$ cat src/nmc_pkg.sv
// Constants for the host-side controller of a multi-plane NAND flash
package nmc_pkg;
  localparam logic [7:0] NMC_CMD_READ0 = 8'h00;
  localparam logic [7:0] NMC_CMD_READ_PLANE = 8'h03;
  localparam logic [7:0] NMC_CMD_PROG = 8'h10;
  localparam logic [7:0] NMC_CMD_DUMMY = 8'h11;
  localparam logic [7:0] NMC_CMD_READ2 = 8'h50;
  localparam logic [7:0] NMC_CMD_ERASE_SETUP = 8'h60;
  localparam logic [7:0] NMC_CMD_STATUS = 8'h70;
  localparam logic [7:0] NMC_CMD_STATUS_MP = 8'h71;
  localparam logic [7:0] NMC_CMD_COPY_IN = 8'h8a;
  localparam logic [7:0] NMC_CMD_READ_ID = 8'h90;
  localparam logic [7:0] NMC_CMD_ERASE_CONF = 8'hd0;
  localparam logic [7:0] NMC_CMD_RESET = 8'hff;
  localparam logic [7:0] NMC_ID_ADDR = 8'h00;
  localparam logic [7:0] NMC_STATUS_RESET = 8'hc0;
  // Status bit positions
  localparam int NMC_ST_FAIL = 0;
  localparam int NMC_ST_PLANE_LO = 1;
  localparam int NMC_ST_READY = 6;
  localparam int NMC_ST_WP_N = 7;
  localparam int NMC_PLANES = 4;
  localparam int NMC_ID_BYTES = 4;
  // Plane select bits within the row address (A14, A15 in second address byte)
  localparam int NMC_PLANE_LSB = 14;
  // Address cycles
  localparam logic [2:0] NMC_ADDR_FULL = 3'h4;
  localparam logic [2:0] NMC_ADDR_BLOCK = 3'h3;
  localparam logic [2:0] NMC_ADDR_ID = 3'h1;
  // Timing
  localparam int NMC_CLK_NS = 4;
  localparam int NMC_POWERUP_US = 10;
  localparam int NMC_POWERUP_CYC = (NMC_POWERUP_US * 1000 + NMC_CLK_NS - 1) / NMC_CLK_NS;
  localparam int NMC_STROBE_CYC = 8;   // Strobe low and high width, 32 ns each
  localparam int NMC_BUSY_LAT_CYC = 32; // Wait before trusting ready/busy
  // Command kinds taken at the user port
  typedef enum logic [3:0] {
    NMC_OP_CMD = 4'h0,    // One command cycle
    NMC_OP_ADDR = 4'h1,   // One address cycle
    NMC_OP_WDATA = 4'h2,  // One data write cycle
    NMC_OP_RDATA = 4'h3,  // One data read cycle
    NMC_OP_WAIT = 4'h4    // Wait for ready
  } nmc_op_t;
endpackage : nmc_pkg
$ cat src/nmc_ctrl.sv
// Host controller driving a NAND flash through its strobe pins
`timescale 1ns/1ps
module nmc_ctrl (
  input wire logic clk,                    // 250 MHz clock
  input wire logic nrst,                   // Async reset, active low
  input wire logic req_valid,              // Request valid
  output logic req_ready,                  // Request taken
  input wire nmc_pkg::nmc_op_t req_op,     // Cycle kind
  input wire logic [7:0] req_data,         // Command, address or data byte
  output logic rsp_valid,                  // Read byte or wait done, one pulse
  output logic [7:0] rsp_data,             // Read byte
  output logic refused,                    // Request refused, one pulse
  output logic [3:0] plane_fail,           // Per-plane fail from last 71h read showing ready
  output logic status_ok_valid,            // Plane results may be trusted
  output logic init_done,                  // Power-up wait over
  output logic chip_en_n,                  // Chip enable, active low
  output logic cmd_latch,                  // Command latch enable
  output logic addr_latch,                 // Address latch enable
  output logic write_strobe_n,             // Write strobe, active low
  output logic read_strobe_low,            // Read strobe, active low
  output logic [7:0] io_out,               // I/O lines driven value
  output logic io_oe_n,                    // I/O enable, low while driving
  input wire logic [7:0] io_in,            // I/O lines sampled
  input wire logic ready_busy_n            // Open-drain ready/busy, low busy
);
  import nmc_pkg::*;

  typedef enum logic [5:0] {
    NMC_S_PWR = 6'b000001,
    NMC_S_IDLE = 6'b000010,
    NMC_S_WLOW = 6'b000100,
    NMC_S_WHIGH = 6'b001000,
    NMC_S_RLOW = 6'b010000,
    NMC_S_WAIT = 6'b100000
  } nmc_state_t;

  nmc_state_t state_r, state_nxt;
  logic [12:0] cnt_r;
  logic [7:0] last_cmd_r;
  logic [7:0] io_out_r, rsp_data_r;
  logic cle_r, ale_r, rsp_v_r, in_reset_r, mp_busy_r;
  logic [3:0] plane_fail_r;
  logic st_valid_r;
  logic [2:0] erase_cnt_r;
  logic mp_status_r;

  // Decode of incoming request
  wire is_cmd = req_op == NMC_OP_CMD;
  wire cmd_status = req_data == NMC_CMD_STATUS || req_data == NMC_CMD_STATUS_MP;
  wire cmd_reset = req_data == NMC_CMD_RESET;
  wire cmd_status_last = last_cmd_r == NMC_CMD_STATUS || last_cmd_r == NMC_CMD_STATUS_MP;
  // Device busy ignores all but status and reset, so refuse here instead; waits and
  // status reads must still pass, or the lock could never be released
  wire busy_ok = req_op == NMC_OP_WAIT || (req_op == NMC_OP_RDATA && cmd_status_last)
                 || (is_cmd && (cmd_status || cmd_reset));
  wire busy_block = mp_busy_r && !busy_ok;
  // Repeat reset while still resetting would be dropped by the device
  wire dup_reset = is_cmd && cmd_reset && in_reset_r;
  // Fifth erase setup exceeds the plane count
  wire erase_over = is_cmd && req_data == NMC_CMD_ERASE_SETUP
                    && erase_cnt_r == 3'(NMC_PLANES);
  wire reject = busy_block || dup_reset || erase_over;
  wire take = state_r == NMC_S_IDLE && req_valid;
  wire cnt_done = cnt_r == '0;
  // Only real programs and erases lock the command set; 11h leaves it open
  wire locks_cmd = is_cmd && (req_data == NMC_CMD_PROG
                   || req_data == NMC_CMD_ERASE_CONF);

  assign req_ready = take;
  assign init_done = state_r != NMC_S_PWR;

  // Next state
  always_comb begin
    state_nxt = state_r;
    unique case (state_r)
      NMC_S_PWR: if (cnt_done) state_nxt = NMC_S_IDLE;
      NMC_S_IDLE: begin
        if (take && !reject) begin
          if (req_op == NMC_OP_WAIT) state_nxt = NMC_S_WAIT;
          else if (req_op == NMC_OP_RDATA) state_nxt = NMC_S_RLOW;
          else state_nxt = NMC_S_WLOW;
        end
      end
      NMC_S_WLOW: if (cnt_done) state_nxt = NMC_S_WHIGH;
      NMC_S_WHIGH: if (cnt_done) state_nxt = NMC_S_IDLE;
      NMC_S_RLOW: if (cnt_done) state_nxt = NMC_S_IDLE;
      NMC_S_WAIT: if (cnt_done && ready_busy_n) state_nxt = NMC_S_IDLE;
      default: state_nxt = NMC_S_IDLE;
    endcase
  end

  // State and cycle counter
  always_ff @(posedge clk or negedge nrst) begin
    if (!nrst) begin
      state_r <= NMC_S_PWR;
      cnt_r <= 13'(NMC_POWERUP_CYC);
    end else begin
      state_r <= state_nxt;
      if (state_nxt != state_r) begin
        // Strobe count loads one short: the entry edge is already the first phase cycle
        cnt_r <= (state_nxt == NMC_S_WAIT) ? 13'(NMC_BUSY_LAT_CYC) : 13'(NMC_STROBE_CYC - 1);
      end else if (!cnt_done) begin
        cnt_r <= cnt_r - 13'd1;
      end
    end
  end

  // Latch the byte and its kind when a request is taken and not refused; bytes pass unaltered, so
  // command order, plane choice, pointer use and data correction stay with the user
  always_ff @(posedge clk or negedge nrst) begin
    if (!nrst) begin
      io_out_r <= '0;
      cle_r <= 1'b0;
      ale_r <= 1'b0;
    end else if (take && !reject) begin
      io_out_r <= req_data;
      cle_r <= is_cmd;
      ale_r <= req_op == NMC_OP_ADDR;
    end else if (state_r == NMC_S_IDLE) begin
      cle_r <= 1'b0;
      ale_r <= 1'b0;
    end
  end

  // Command tracking: busy window, reset state, erase count, status mode
  always_ff @(posedge clk or negedge nrst) begin
    if (!nrst) begin
      last_cmd_r <= NMC_CMD_READ0;
      in_reset_r <= 1'b0;
      mp_busy_r <= 1'b0;
      erase_cnt_r <= '0;
      mp_status_r <= 1'b0;
    end else if (take && !reject && is_cmd) begin
      last_cmd_r <= req_data;
      in_reset_r <= cmd_reset;
      // Status reads keep the lock; reset drops it with the aborted operation
      if (!cmd_status) mp_busy_r <= locks_cmd;
      if (req_data == NMC_CMD_ERASE_SETUP) erase_cnt_r <= erase_cnt_r + 3'd1;
      else if (!cmd_status) erase_cnt_r <= '0;
      if (cmd_status) mp_status_r <= req_data == NMC_CMD_STATUS_MP;
    end else if (state_r == NMC_S_WAIT && state_nxt == NMC_S_IDLE) begin
      mp_busy_r <= 1'b0;
    end
  end

  // Strobe phase outputs
  assign chip_en_n = state_r == NMC_S_PWR;
  assign cmd_latch = cle_r && (state_r == NMC_S_WLOW || state_r == NMC_S_WHIGH);
  assign addr_latch = ale_r && (state_r == NMC_S_WLOW || state_r == NMC_S_WHIGH);
  assign write_strobe_n = state_r != NMC_S_WLOW;
  assign read_strobe_low = state_r != NMC_S_RLOW;
  assign io_oe_n = !(state_r == NMC_S_WLOW || state_r == NMC_S_WHIGH);
  assign io_out = io_out_r;

  // Capture read byte at end of strobe; 71h status bytes also give plane results
  always_ff @(posedge clk or negedge nrst) begin
    if (!nrst) begin
      rsp_data_r <= '0;
      rsp_v_r <= 1'b0;
      plane_fail_r <= '0;
      st_valid_r <= 1'b0;
    end else begin
      rsp_v_r <= 1'b0;
      if ((state_r == NMC_S_RLOW && cnt_done)
          || (state_r == NMC_S_WAIT && state_nxt == NMC_S_IDLE)) begin
        rsp_v_r <= 1'b1;
        rsp_data_r <= (state_r == NMC_S_RLOW) ? io_in : rsp_data_r;
        // Plane bits count only when the status byte itself shows ready
        if (state_r == NMC_S_RLOW && mp_status_r && cmd_status_last) begin
          st_valid_r <= io_in[NMC_ST_READY];
          if (io_in[NMC_ST_READY]) plane_fail_r <= io_in[NMC_ST_PLANE_LO +: NMC_PLANES];
        end
      end
      if (take && !reject && is_cmd && !cmd_status) st_valid_r <= 1'b0;
    end
  end

  assign rsp_valid = rsp_v_r;
  assign rsp_data = rsp_data_r;
  assign refused = take && reject;
  assign plane_fail = plane_fail_r;
  assign status_ok_valid = st_valid_r;

  // Assertions
  property p_pwr_wait;
    @(posedge clk) disable iff (!nrst)
      $fell(chip_en_n) |-> $past(state_r) == NMC_S_PWR && $past(cnt_r) == '0;
  endproperty
  a_pwr_wait: assert property (p_pwr_wait) else $error("enable before power wait");

  property p_busy_refuse;
    @(posedge clk) disable iff (!nrst)
      (take && mp_busy_r && req_op == NMC_OP_ADDR) |-> refused ##1 state_r == NMC_S_IDLE;
  endproperty
  a_busy_refuse: assert property (p_busy_refuse) else $error("busy not refused");

  property p_dup_reset;
    @(posedge clk) disable iff (!nrst)
      (take && in_reset_r && is_cmd && cmd_reset) |-> refused;
  endproperty
  a_dup_reset: assert property (p_dup_reset) else $error("repeat reset sent");

  property p_erase_max;
    @(posedge clk) disable iff (!nrst) erase_cnt_r <= 3'(NMC_PLANES);
  endproperty
  a_erase_max: assert property (p_erase_max) else $error("too many erase setups");

  property p_wr_pulse;
    @(posedge clk) disable iff (!nrst)
      $fell(write_strobe_n) |-> !write_strobe_n [*8] ##1 write_strobe_n;
  endproperty
  a_wr_pulse: assert property (p_wr_pulse) else $error("write pulse width");

  property p_wait_ready;
    @(posedge clk) disable iff (!nrst)
      (state_r == NMC_S_WAIT && state_nxt == NMC_S_IDLE) |-> ready_busy_n ##1 rsp_valid;
  endproperty
  a_wait_ready: assert property (p_wait_ready) else $error("wait ended while busy");

  property p_valid_ready;
    @(posedge clk) disable iff (!nrst) $rose(st_valid_r) |-> $past(io_in[NMC_ST_READY], 1);
  endproperty
  a_valid_ready: assert property (p_valid_ready) else $error("results trusted while busy");

  property p_read_strobe;
    @(posedge clk) disable iff (!nrst)
      $fell(read_strobe_low) |-> io_oe_n throughout (!read_strobe_low [*8]);
  endproperty
  a_read_strobe: assert property (p_read_strobe) else $error("driving during read");

  property p_lock;
    @(posedge clk) disable iff (!nrst)
      (take && !reject && locks_cmd) |=> mp_busy_r;
  endproperty
  a_lock: assert property (p_lock) else $error("program or erase left unlocked");

  property p_status_keeps_lock;
    @(posedge clk) disable iff (!nrst)
      (take && mp_busy_r && is_cmd && cmd_status) |=> mp_busy_r;
  endproperty
  a_status_keeps_lock: assert property (p_status_keeps_lock) else $error("lock lost");
endmodule : nmc_ctrl

$ cat config.mk
export PLATFORM = sky130hd
export DESIGN_NAME = nmc_ctrl
export DESIGN_NICKNAME = d
export VERILOG_FILES = /design/src/nmc_pkg.sv /design/src/nmc_ctrl.sv
export SDC_FILE = /design/constraint.sdc
export NUM_CORES = 1
export LEC_CHECK = 0
export BUFFER_PORTS_ARGS = -buffer_cell sky130_fd_sc_hd__buf_2
export CAP_MARGIN = 30
export CORE_AREA = 2 2 95 97
export DETAILED_ROUTE_END_ITERATION = 8
export DIE_AREA = 0 0 97 99
export PLACE_DENSITY = 0.54
export REMOVE_ABC_BUFFERS = 1
export SLEW_MARGIN = 40
export SYNTH_ARGS = -nofsm -noshare
export SYNTH_HDL_FRONTEND = slang
export SYNTH_SLANG_ARGS = --single-unit
$ cat constraint.sdc
create_clock -name clk -period 4.6 [get_ports clk]
set_clock_uncertainty 0.15 [all_clocks]
set_input_delay 0.69 -clock clk [delete_from_list [all_inputs] [get_ports clk]]
set_output_delay 0.69 -clock clk [all_outputs]
set_load 0.005 [all_outputs]
==> reports/metrics.cfg, run 1 <==
[clocking]
postCtsSetupBuffers=0
cts_tree=built
cts_num_sinks=56
clk_pin_slew_ns=0.10
htree_levels=2
clk_path_buf_depth=2
cts_buffers=5
cts_hold_buf=0
clock_latency_ns=0.31
cts_resized=0
cts-root-buf=clkbuf_8

[worst_setup_path]
path_class=in2out
path_max_fanout=5
critical_path.slowest_cell=or4_4
worstPathRequired_ns=3.76
crit_buf_inv=2
slowest_delay_ns=0.58
cp_cell_sequence=buf_2 -> or4_4 -> nor4_4 -> a32o_2 -> nor2_1 -> nor2_1 -> buf_2
cp_top_family=simple AND/OR/NAND/NOR gates
worst_setup_path_start_kind=primary input
cp_data_arrival_time_ns=2.31
end_kind=output pin

[logic_synthesis]
yosysSeqAreaShare=0.485
synth_edf_count=0
ys_warn_count=0
syn_area_sq_um=2910
synth_cells=267
async_flop_share=1.00
synth-main-ff-cell=dfrtp_1
synth_area_per_cell_sq_um=10.9
ys_ff_latch=56
synth.distinct_cells=58

[power]
power_frac_comb=0.319
cellLeakagePower_nw=1.59
p_per_area_nw_per_um2=415
pwr-share-clk=0.204
ir_drop_mv=0.230
p_sw_frac=0.333
power_switching_uw=463
internal-power_uw=927
power_frac_seq=0.477

[die]
core_area_sq_um=8550
io_pins=55
die-area_sq_um=9600
die-width_um=97
num_rows=34
die_h_um=99
start_util=0.340

[outcome]
outcome=completed

[sta]
setup_ws_ns=1.45
relSlewSlack=0.490
fmax_ghz=0.317
fin_crit_sh=0.685
report.final.slew_viol_count=0
fin_crit_ns=3.15
rsz0062_at_grt=no
worst_slew_pin_slew_ns=0.759
hold_viol=0
setup_viol=0
tns_ns=0

[drt]
antenna_left=0
drtIter0Drc=107
viasPerCell=5.01
vias=2148
drc_errors=0
first_pass_iters=4
wire_per_inst_um=14.1
finalWirelength_um=6030

[final_layout]
nets=347
areaGrowthSynthToFinish_pct=15.4
mostFrequentLayoutCells=buf_2, dfrtp_1, mux2_2, nor2_1, nand2_1
fin_util=0.392
drive_gt1_frac=0.368
diodes=0
mostFrequentLayoutCell=buf_2

[run]
drv_cap=0

[place]
post-place-ws_ns=1.37
io_buffers=54
hpwl_um=4520
routabilityCongestion=0.826

[grt]
grt_util_all_layers=0.133
grt_overflow_total=0
grt_pass1_vias=2168
antenna_found_initial=0
grt_max_degree=57
grt_pass1_wl_um=10500

[worst_hold_path]
hp-class=reg2reg

per-stage QoR:
| step | cell area, sq um | hold slack [ns] | power [mW] | std cells |
|---|---|---|---|---|
| global route | 3350 | 0.371 | 1.49 | 429 |
| floorplan | 2830 | 0.244 | 0.961 | 256 |
| global placement | 3260 | 0.310 | 1.12 | 421 |
| finish | 3350 | 0.335 | 1.39 | 429 |
| detailed placement | 3260 | 0.321 | 1.13 | 421 |
| CTS | 3350 | 0.345 | 1.41 | 429 |
worst register-to-register path, delay by kind of cell, from the launching register on:
| kind | cells | cell delay (ns) |
|---|---|---|
| AOI/OAI and AO/OA | 3 | 0.50 |
| DFF | 1 | 0.52 |
| and+or+nand+nor | 3 | 1.46 |
area by class of cell:
class / count / area [sq um]
multi-input combinational: 186 / 1370
sequential: 56 / 1410
clock inverter: 1 / 7.51
tap: 108 / 135
timing repair buffer: 57 / 293
fill: 842 / 5200
inverter: 14 / 52.6
clock buffer: 7 / 86.3
kinds of logic (layout without fill, tap and decap cells):
group,Yosys count,count (layout),synth area share
and+or+nand+nor,98,98,0.193
DFF,56,56,0.485
AOI/OAI and AO/OA,37,37,0.0943
muxes,33,33,0.126
buffers and inverters,25,79,0.0435
xor gates and xnor gates,15,15,0.0452
adders and majority gates,3,3,0.0129
layer usage:
metal	vias up	global-route usage	share of wire
met5	-	0	0
met3	6	0.0270	0.036
li1	1047	-	-
met1	1058	0.173	0.46
met2	37	0.226	0.49
met4	0	0.0368	0.011
registers in the layout, indices dropped and copies added (netlist names):
| signal | cells |
|---|---|
| ale_r | 1 |
| cle_r | 1 |
| cnt_r | 13 |
| erase_cnt_r | 3 |
| in_reset_r | 1 |
| io_out | 8 |
| last_cmd_r | 7 |
| mp_busy_r | 1 |
| mp_status_r | 1 |
| plane_fail | 4 |
| rsp_data | 8 |
| rsp_valid | 1 |
| state_r | 6 |
| status_ok_valid | 1 |
Yosys cell counts (3+ instances only):
library cell | number | share of area
nand4_1 | 3 | 0.0065
and2_1 | 3 | 0.0065
clkbuf_1 | 4 | 0.0052
nor4_1 | 5 | 0.011
o21ai_0 | 12 | 0.021
xnor2_1 | 5 | 0.015
buf_6 | 3 | 0.012
dfstp_2 | 6 | 0.054
dfrtp_1 | 50 | 0.43
a21oi_1 | 4 | 0.0069
mux2_2 | 28 | 0.11
nand3_1 | 8 | 0.014
nor3_1 | 4 | 0.0069
inv_1 | 14 | 0.018
nand2_1 | 19 | 0.025
xor2_1 | 10 | 0.030
nor2_1 | 27 | 0.035
or3_1 | 3 | 0.0065
mux2i_1 | 4 | 0.014
ha_1 | 3 | 0.013
power groups by stage:
stage               clock network, mW  registers, mW  logic, mW
floorplan                           0          0.665      0.296
global placement                    0          0.672      0.448
detailed placement                  0          0.675      0.452
CTS                             0.297          0.665      0.453
global route                    0.316          0.678      0.495
finish                          0.283          0.664      0.443
worst paths after layout:
| check | startpoint | end | slack, ns | cells past startpoint |
|---|---|---|---|---|
| min in group asynchronous | nrst | state_r[2]$_DFF_PN0_ | 0.35 | 2 |
| hold reg to reg | ale_r$_DFFE_PN0P_ | ale_r$_DFFE_PN0P_ | 0.34 | 2 |
| setup / recovery | req_data[1] | refused | 1.45 | 7 |
| hold / removal | ale_r$_DFFE_PN0P_ | ale_r$_DFFE_PN0P_ | 0.34 | 2 |
| setup reg to reg | state_r[3]$_DFF_PN0_ | erase_cnt_r[2]$_DFFE_PN0P_ | 1.86 | 6 |
| max in group asynchronous | nrst | state_r[3]$_DFF_PN0_ | 3.46 | 2 |
(Power assumes the default switching activity.)
==> run 2: changes to the inputs <==
--- a/config.mk
+++ b/config.mk
@@ -10,7 +10,7 @@
 export CORE_AREA = 2 2 95 97
 export DETAILED_ROUTE_END_ITERATION = 8
 export DIE_AREA = 0 0 97 99
-export PLACE_DENSITY = 0.54
+export PLACE_DENSITY = 0.56
 export REMOVE_ABC_BUFFERS = 1
 export SLEW_MARGIN = 40
 export SYNTH_ARGS = -nofsm -noshare
==> constraint.sdc (replaced) <==
create_clock -name clk -period 2.7 [get_ports clk]
set_clock_uncertainty 0.15 [all_clocks]
set_input_delay 0.405 -clock clk [delete_from_list [all_inputs] [get_ports clk]]
set_output_delay 0.405 -clock clk [all_outputs]
set_load 0.005 [all_outputs]
==> reports/metrics.cfg, run 2 (same netlist as run 1, synthesis figures left out) <==
[worst_setup_path]
critical_path.slowest_cell=or4_4
path_class=in2out
cp_top_family=simple AND/OR/NAND/NOR gates
crit_buf_inv=2  ; unchanged
cp_data_arrival_time_ns=1.92  ; -0.39 ns
slowest_delay_ns=0.56  ; -0.02 ns
cp_cell_sequence=buf_2 -> or4_4 -> nor4_4 -> a32o_2 -> nor2_1 -> nor2_1 -> buf_2
worstPathRequired_ns=2.14  ; -1.62 ns
end_kind=output pin
worst_setup_path_start_kind=primary input
path_max_fanout=5  ; unchanged

[grt]
grt_pass1_vias=2142  ; -1.2%
grt_util_all_layers=0.132  ; -0.000985
grt_pass1_wl_um=10500  ; -0.46%
antenna_found_initial=0  ; unchanged
grt_max_degree=31  ; -46%
grt_overflow_total=0  ; unchanged

[sta]
hold_viol=8  ; +8
worst_slew_pin_slew_ns=0.703  ; -0.0565 ns
setup_viol=0  ; unchanged
fin_crit_sh=0.916
fin_crit_ns=2.47
rsz0062_at_grt=no
fmax_ghz=0.404
report.final.slew_viol_count=0  ; unchanged
tns_ns=0  ; unchanged
whs_ns=-0.0157  ; -0.351 ns
relSlewSlack=0.532  ; +0.0415

[clocking]
clk_path_buf_depth=2  ; unchanged
cts_hold_buf=0  ; unchanged
cts_num_sinks=56  ; unchanged
cts_tree=built
htree_levels=2  ; unchanged
cts_resized=0  ; unchanged
cts_buffers=5  ; unchanged
postCtsSetupBuffers=0  ; unchanged
cts-root-buf=clkbuf_8
clock_latency_ns=0.30  ; about the same
clk_pin_slew_ns=0.10  ; about the same

[die]
io_pins=55  ; unchanged
core_area_sq_um=8550  ; unchanged
start_util=0.340  ; unchanged
die-width_um=97  ; unchanged
die_h_um=99  ; unchanged
num_rows=34  ; unchanged
die-area_sq_um=9600  ; unchanged

[drt]
finalWirelength_um=6040  ; +0.15%
viasPerCell=4.97  ; -0.77%
drtIter0Drc=89  ; -17%
first_pass_iters=4  ; unchanged
vias=2191  ; +2.0%
drc_errors=0  ; unchanged
antenna_left=0  ; unchanged
wire_per_inst_um=13.7  ; -2.6%

[final_layout]
mostFrequentLayoutCell=buf_2
fin_util=0.404  ; +0.0121
diodes=0  ; unchanged
drive_gt1_frac=0.390  ; +0.0228
mostFrequentLayoutCells=buf_2, dfrtp_1, mux2_2, nor2_1, nand2_1
design_area_sq_um=3460  ; +3.1%
nets=359  ; +3.5%
regMostFlops=cnt_r
largest_reg_flops=13  ; unchanged
areaGrowthSynthToFinish_pct=19.0

[power]
power_frac_comb=0.314  ; -0.005
power_frac_seq=0.465  ; -0.012
power_switching_uw=780  ; +68%
p_total_mw=2.44  ; +76%
pwr-share-clk=0.221  ; +0.017
ir_drop_mv=0.370  ; +61%
cellLeakagePower_nw=1.66  ; +4.5%
p_sw_frac=0.319  ; -0.0140
internal-power_mw=1.66  ; +80%
p_per_area_nw_per_um2=707  ; +71%

[outcome]
violations=negative hold slack
outcome=finished, violations left

[place]
io_buffers=54  ; unchanged
hpwl_um=4730  ; +4.8%
post_dp_cell_area_sq_um=3350  ; +2.8%
routabilityCongestion=0.852  ; +3.1%

[worst_hold_path]
hp-class=in2async

[run]
drv_cap=0  ; unchanged

[run 2: changes by cell type in the layout (fill, tap and decap cells not counted)]
cell,previous run,this run
buf_4,3,15
bufinv_16,0,1
clkbuf_8,6,5
clkinv_2,0,1
clkinvlp_4,1,0
[run 2: path summary, 6_finish.rpt]
check	startpoint	end	slack [ns]	cells after the start
max	req_data[3]	refused	0.23	7
min	nrst	state_r[4]$_DFF_PN0_	-0.02	1
max reg2reg	cnt_r[5]$_DFFE_PN0P_	cnt_r[2]$_DFFE_PN1P_	0.27	8
min reg2reg	ale_r$_DFFE_PN0P_	ale_r$_DFFE_PN0P_	0.33	2
max in group asynchronous	nrst	cnt_r[6]$_DFFE_PN1P_	1.68	2
min in group clk	io_in[5]	rsp_data[5]$_DFFE_PN0P_	0.18	2
[run 2: power by group through the flow]
stage                     combinational [mW]  clock (mW)  sequential [mW]
after floorplan                        0.504           0             1.13
after detailed placement               0.781           0             1.15
after global placement                 0.771           0             1.15
after CTS                              0.783       0.558             1.14
final                                  0.768       0.540             1.14
after global routing                   0.861       0.597             1.17
[run 2: layout make-up]
class | instances | area, sq um
clock buffers | 6 | 72.6
clock inverters | 2 | 35.0
fillers | 832 | 5090
inverters | 14 | 52.6
multi-input cells | 186 | 1370
flip-flops and latches | 56 | 1410
well taps | 108 | 135
repair buffers | 69 | 383
[run 2: layer usage]
metal / track usage / vias up / routed length, um
met2: 0.223 / 47 / 2950
met1: 0.175 / 1073 / 2740
met4: 0.0293 / 0 / 51
met3: 0.0277 / 6 / 297
li1: - / 1065 / -
met5: 0 / - / 0
[run 2: metrics by stage]
stage	std cells	setup WS (ns)
finish	441	0.227
global route	441	0.0667
CTS	441	0.206
detailed placement	433	0.0747
global placement	433	0.103
floorplan	256	-0.0769
[run 2: worst register-to-register path, cell delays in order, from the launching register on]
cell,delay [ns]
dfrtp_1,0.40
or4_1,0.58
nor2_1,0.21
and2_1,0.20
o22ai_1,0.10
o21ai_2,0.10
nor2b_1,0.16
buf_4,0.23
mux2i_1,0.24
==> run 3: changes to the inputs <==
--- a/config.mk
+++ b/config.mk
@@ -5,12 +5,13 @@
 export SDC_FILE = /design/constraint.sdc
 export NUM_CORES = 1
 export LEC_CHECK = 0
-export BUFFER_PORTS_ARGS = -buffer_cell sky130_fd_sc_hd__buf_2
 export CAP_MARGIN = 30
 export CORE_AREA = 2 2 95 97
+export CTS_CLUSTER_DIAMETER = 150
 export DETAILED_ROUTE_END_ITERATION = 8
 export DIE_AREA = 0 0 97 99
-export PLACE_DENSITY = 0.56
+export DONT_BUFFER_PORTS = 1
+export PLACE_DENSITY = 0.51
 export REMOVE_ABC_BUFFERS = 1
 export SLEW_MARGIN = 40
 export SYNTH_ARGS = -nofsm -noshare
==> constraint.sdc (replaced) <==
create_clock -name clk -period 2.25 [get_ports clk]
set_clock_uncertainty 0.15 [all_clocks]
set_input_delay 0.3375 -clock clk [delete_from_list [all_inputs] [get_ports clk]]
set_output_delay 0.3375 -clock clk [all_outputs]
set_load 0.005 [all_outputs]
==> reports/metrics.cfg, run 3 (same netlist as run 1, synthesis figures left out) <==
[outcome]
outcome=finished, violations left
violations=negative setup slack

[grt]
grt_pass1_wl_um=10400  ; -0.27%
antenna_found_initial=0  ; unchanged
grt_overflow_total=0  ; unchanged
grt_pass1_vias=2142  ; unchanged
grt_util_all_layers=0.134  ; +0.00255
grt_max_degree=57  ; +84%

[sta]
setup_ws_ns=-0.0997  ; -0.327 ns
relSlewSlack=0.735  ; +0.203
worst_slew_pin_slew_ns=0.394  ; -0.309 ns
report.final.slew_viol_count=0  ; unchanged
whs_ns=0.0173  ; +0.0330 ns
rsz0062_at_grt=yes
fmax_ghz=0.426
fin_crit_ns=2.35
fin_crit_sh=1.04
setup_viol=13  ; +13
hold_viol=0  ; -8
tns_ns=-0.821  ; -0.821 ns

[drt]
viasPerCell=4.98  ; +0.18%
finalWirelength_um=6680  ; +11%
vias=2160  ; -1.4%
antenna_left=0  ; unchanged
wire_per_inst_um=15.4  ; +12%
drc_errors=0  ; unchanged
drtIter0Drc=80  ; -10%
first_pass_iters=4  ; unchanged

[clocking]
clk_path_buf_depth=2  ; unchanged
htree_levels=2  ; unchanged
cts_tree=built
cts_buffers=5  ; unchanged
clock_latency_ns=0.31  ; about the same
cts-root-buf=clkbuf_8
cts_num_sinks=56  ; unchanged
clk_pin_slew_ns=0.10  ; about the same

[final_layout]
fin_util=0.445  ; +0.0407
nets=352  ; -1.9%
mostFrequentLayoutCells=dfrtp_1, buf_4, mux2_2, nor2_1, nand2_1
drive_gt1_frac=0.414  ; +0.0237
regMostFlops=cnt_r
largest_reg_flops=13  ; unchanged
mostFrequentLayoutCell=dfrtp_1
areaGrowthSynthToFinish_pct=31.0
diodes=0  ; unchanged

[die]
num_rows=34  ; unchanged
die_h_um=99  ; unchanged
core_area_sq_um=8550  ; unchanged
die-area_sq_um=9600  ; unchanged
die-width_um=97  ; unchanged
io_pins=55  ; unchanged
start_util=0.340  ; unchanged

[worst_setup_path]
timing.rr.end=last_cmd_r[2]$_DFFE_PN0P_
reg2reg_slack_ns=-0.1  ; -0.37 ns
worstPathRequired_ns=2.30  ; +0.16 ns
reg2reg_depth=7  ; -1
worst_setup_path_start_kind=flop
path_max_fanout=5  ; unchanged
end_kind=flop
cp_data_arrival_time_ns=2.40  ; +0.48 ns
path_class=reg2reg
r2r_start=last_cmd_r[7]$_DFFE_PN0P_

[run]
drv_cap=0  ; unchanged

[power]
power_frac_seq=0.409  ; -0.056
internal-power_mw=2.32  ; +40%
power_switching_mw=1.04  ; +33%
power_frac_comb=0.386  ; +0.072
p_per_area_nw_per_um2=883  ; +25%
ir_drop_mv=0.480  ; +30%
cellLeakagePower_nw=1.73  ; +3.9%
pwr-share-clk=0.205  ; -0.016
p_sw_frac=0.308  ; -0.0109

[worst_hold_path]
min_from=req_data[7]
hold_depth=1
holdPathEnd=io_out[7]$_DFFE_PN0P_
hp-class=in2reg

[place]
io_buffers=0  ; -100%
post-place-ws_ns=-0.140  ; -0.214 ns
hpwl_um=4720  ; -0.27%
routabilityCongestion=0.825  ; -3.2%

[run 3: worst max-delay path by stage]
stage | slack [ns] | to | start | cells after the start
finish | -0.1 | last_cmd_r[2]$_DFFE_PN0P_ | last_cmd_r[7]$_DFFE_PN0P_ | 7
global route | -0.18 | last_cmd_r[5]$_DFFE_PN0P_ | last_cmd_r[2]$_DFFE_PN0P_ | 7
CTS | -0.08 | refused | last_cmd_r[1]$_DFFE_PN0P_ | 5
detailed placement | -0.14 | cnt_r[0]$_DFFE_PN0P_ | req_op[0] | 8
global placement | -0.1 | cnt_r[1]$_DFFE_PN0P_ | req_op[0] | 8
floorplan | -0.52 | cnt_r[2]$_DFFE_PN1P_ | cnt_r[7]$_DFFE_PN1P_ | 7
[run 3: per-layer routing]
layer  track usage  wire length [um]  vias to the layer above
met5             0                 0                        -
met4        0.0477                99                        0
met3        0.0348               283                        9
met2         0.218              3280                       42
met1         0.175              3020                     1057
li1              -                 -                     1052
[run 3: critical path: stages (launching register included)]
cell      delay (ns)
dfrtp_1         0.39
nand4b_1        0.31
nor4_4          0.40
a311oi_4        0.09
nor4_4          0.30
buf_6           0.17
buf_6           0.13
mux2_4          0.30
[run 3: timing repair]
action / 4_1_cts / 5_1_grt
setup buffers: 6 / 7
hold buffers: 3 / 8
endpoints found under the hold margin: 57 / 10
endpoints found under the setup margin: 36 / 57
gates resized for setup: 19 / 34
pin swaps: 7 / 12
[run 3: cell type report]
| cell class | count | area (sq um) |
|---|---|---|
| Clock inverter | 2 | 38.8 |
| Inverter | 14 | 52.6 |
| Fill cell | 801 | 4750 |
| Clock buffer | 6 | 82.6 |
| Timing Repair Buffer | 62 | 568 |
| Multi-Input combinational cell | 186 | 1520 |
| Tap cell | 108 | 135 |
| Sequential cell | 56 | 1410 |
[run 3: through the flow]
stage | power (mW) | cells | instance area (sq um)
after floorplan | 1.96 | 256 | 2830
after global placement | 2.35 | 403 | 3270
after detailed placement | 2.36 | 403 | 3270
after CTS | 3.20 | 420 | 3570
after global routing | 3.57 | 434 | 3800
final | 3.36 | 434 | 3800
[run 3: power groups by stage]
stage / clock [mW] / sequential [mW] / combinational [mW]
5_1_grt: 0.757 / 1.40 / 1.41
6_report: 0.688 / 1.38 / 1.30
3_5_place_dp: 0 / 1.39 / 0.972
2_1_floorplan: 0 / 1.36 / 0.605
4_1_cts: 0.711 / 1.37 / 1.12
3_3_place_gp: 0 / 1.39 / 0.961
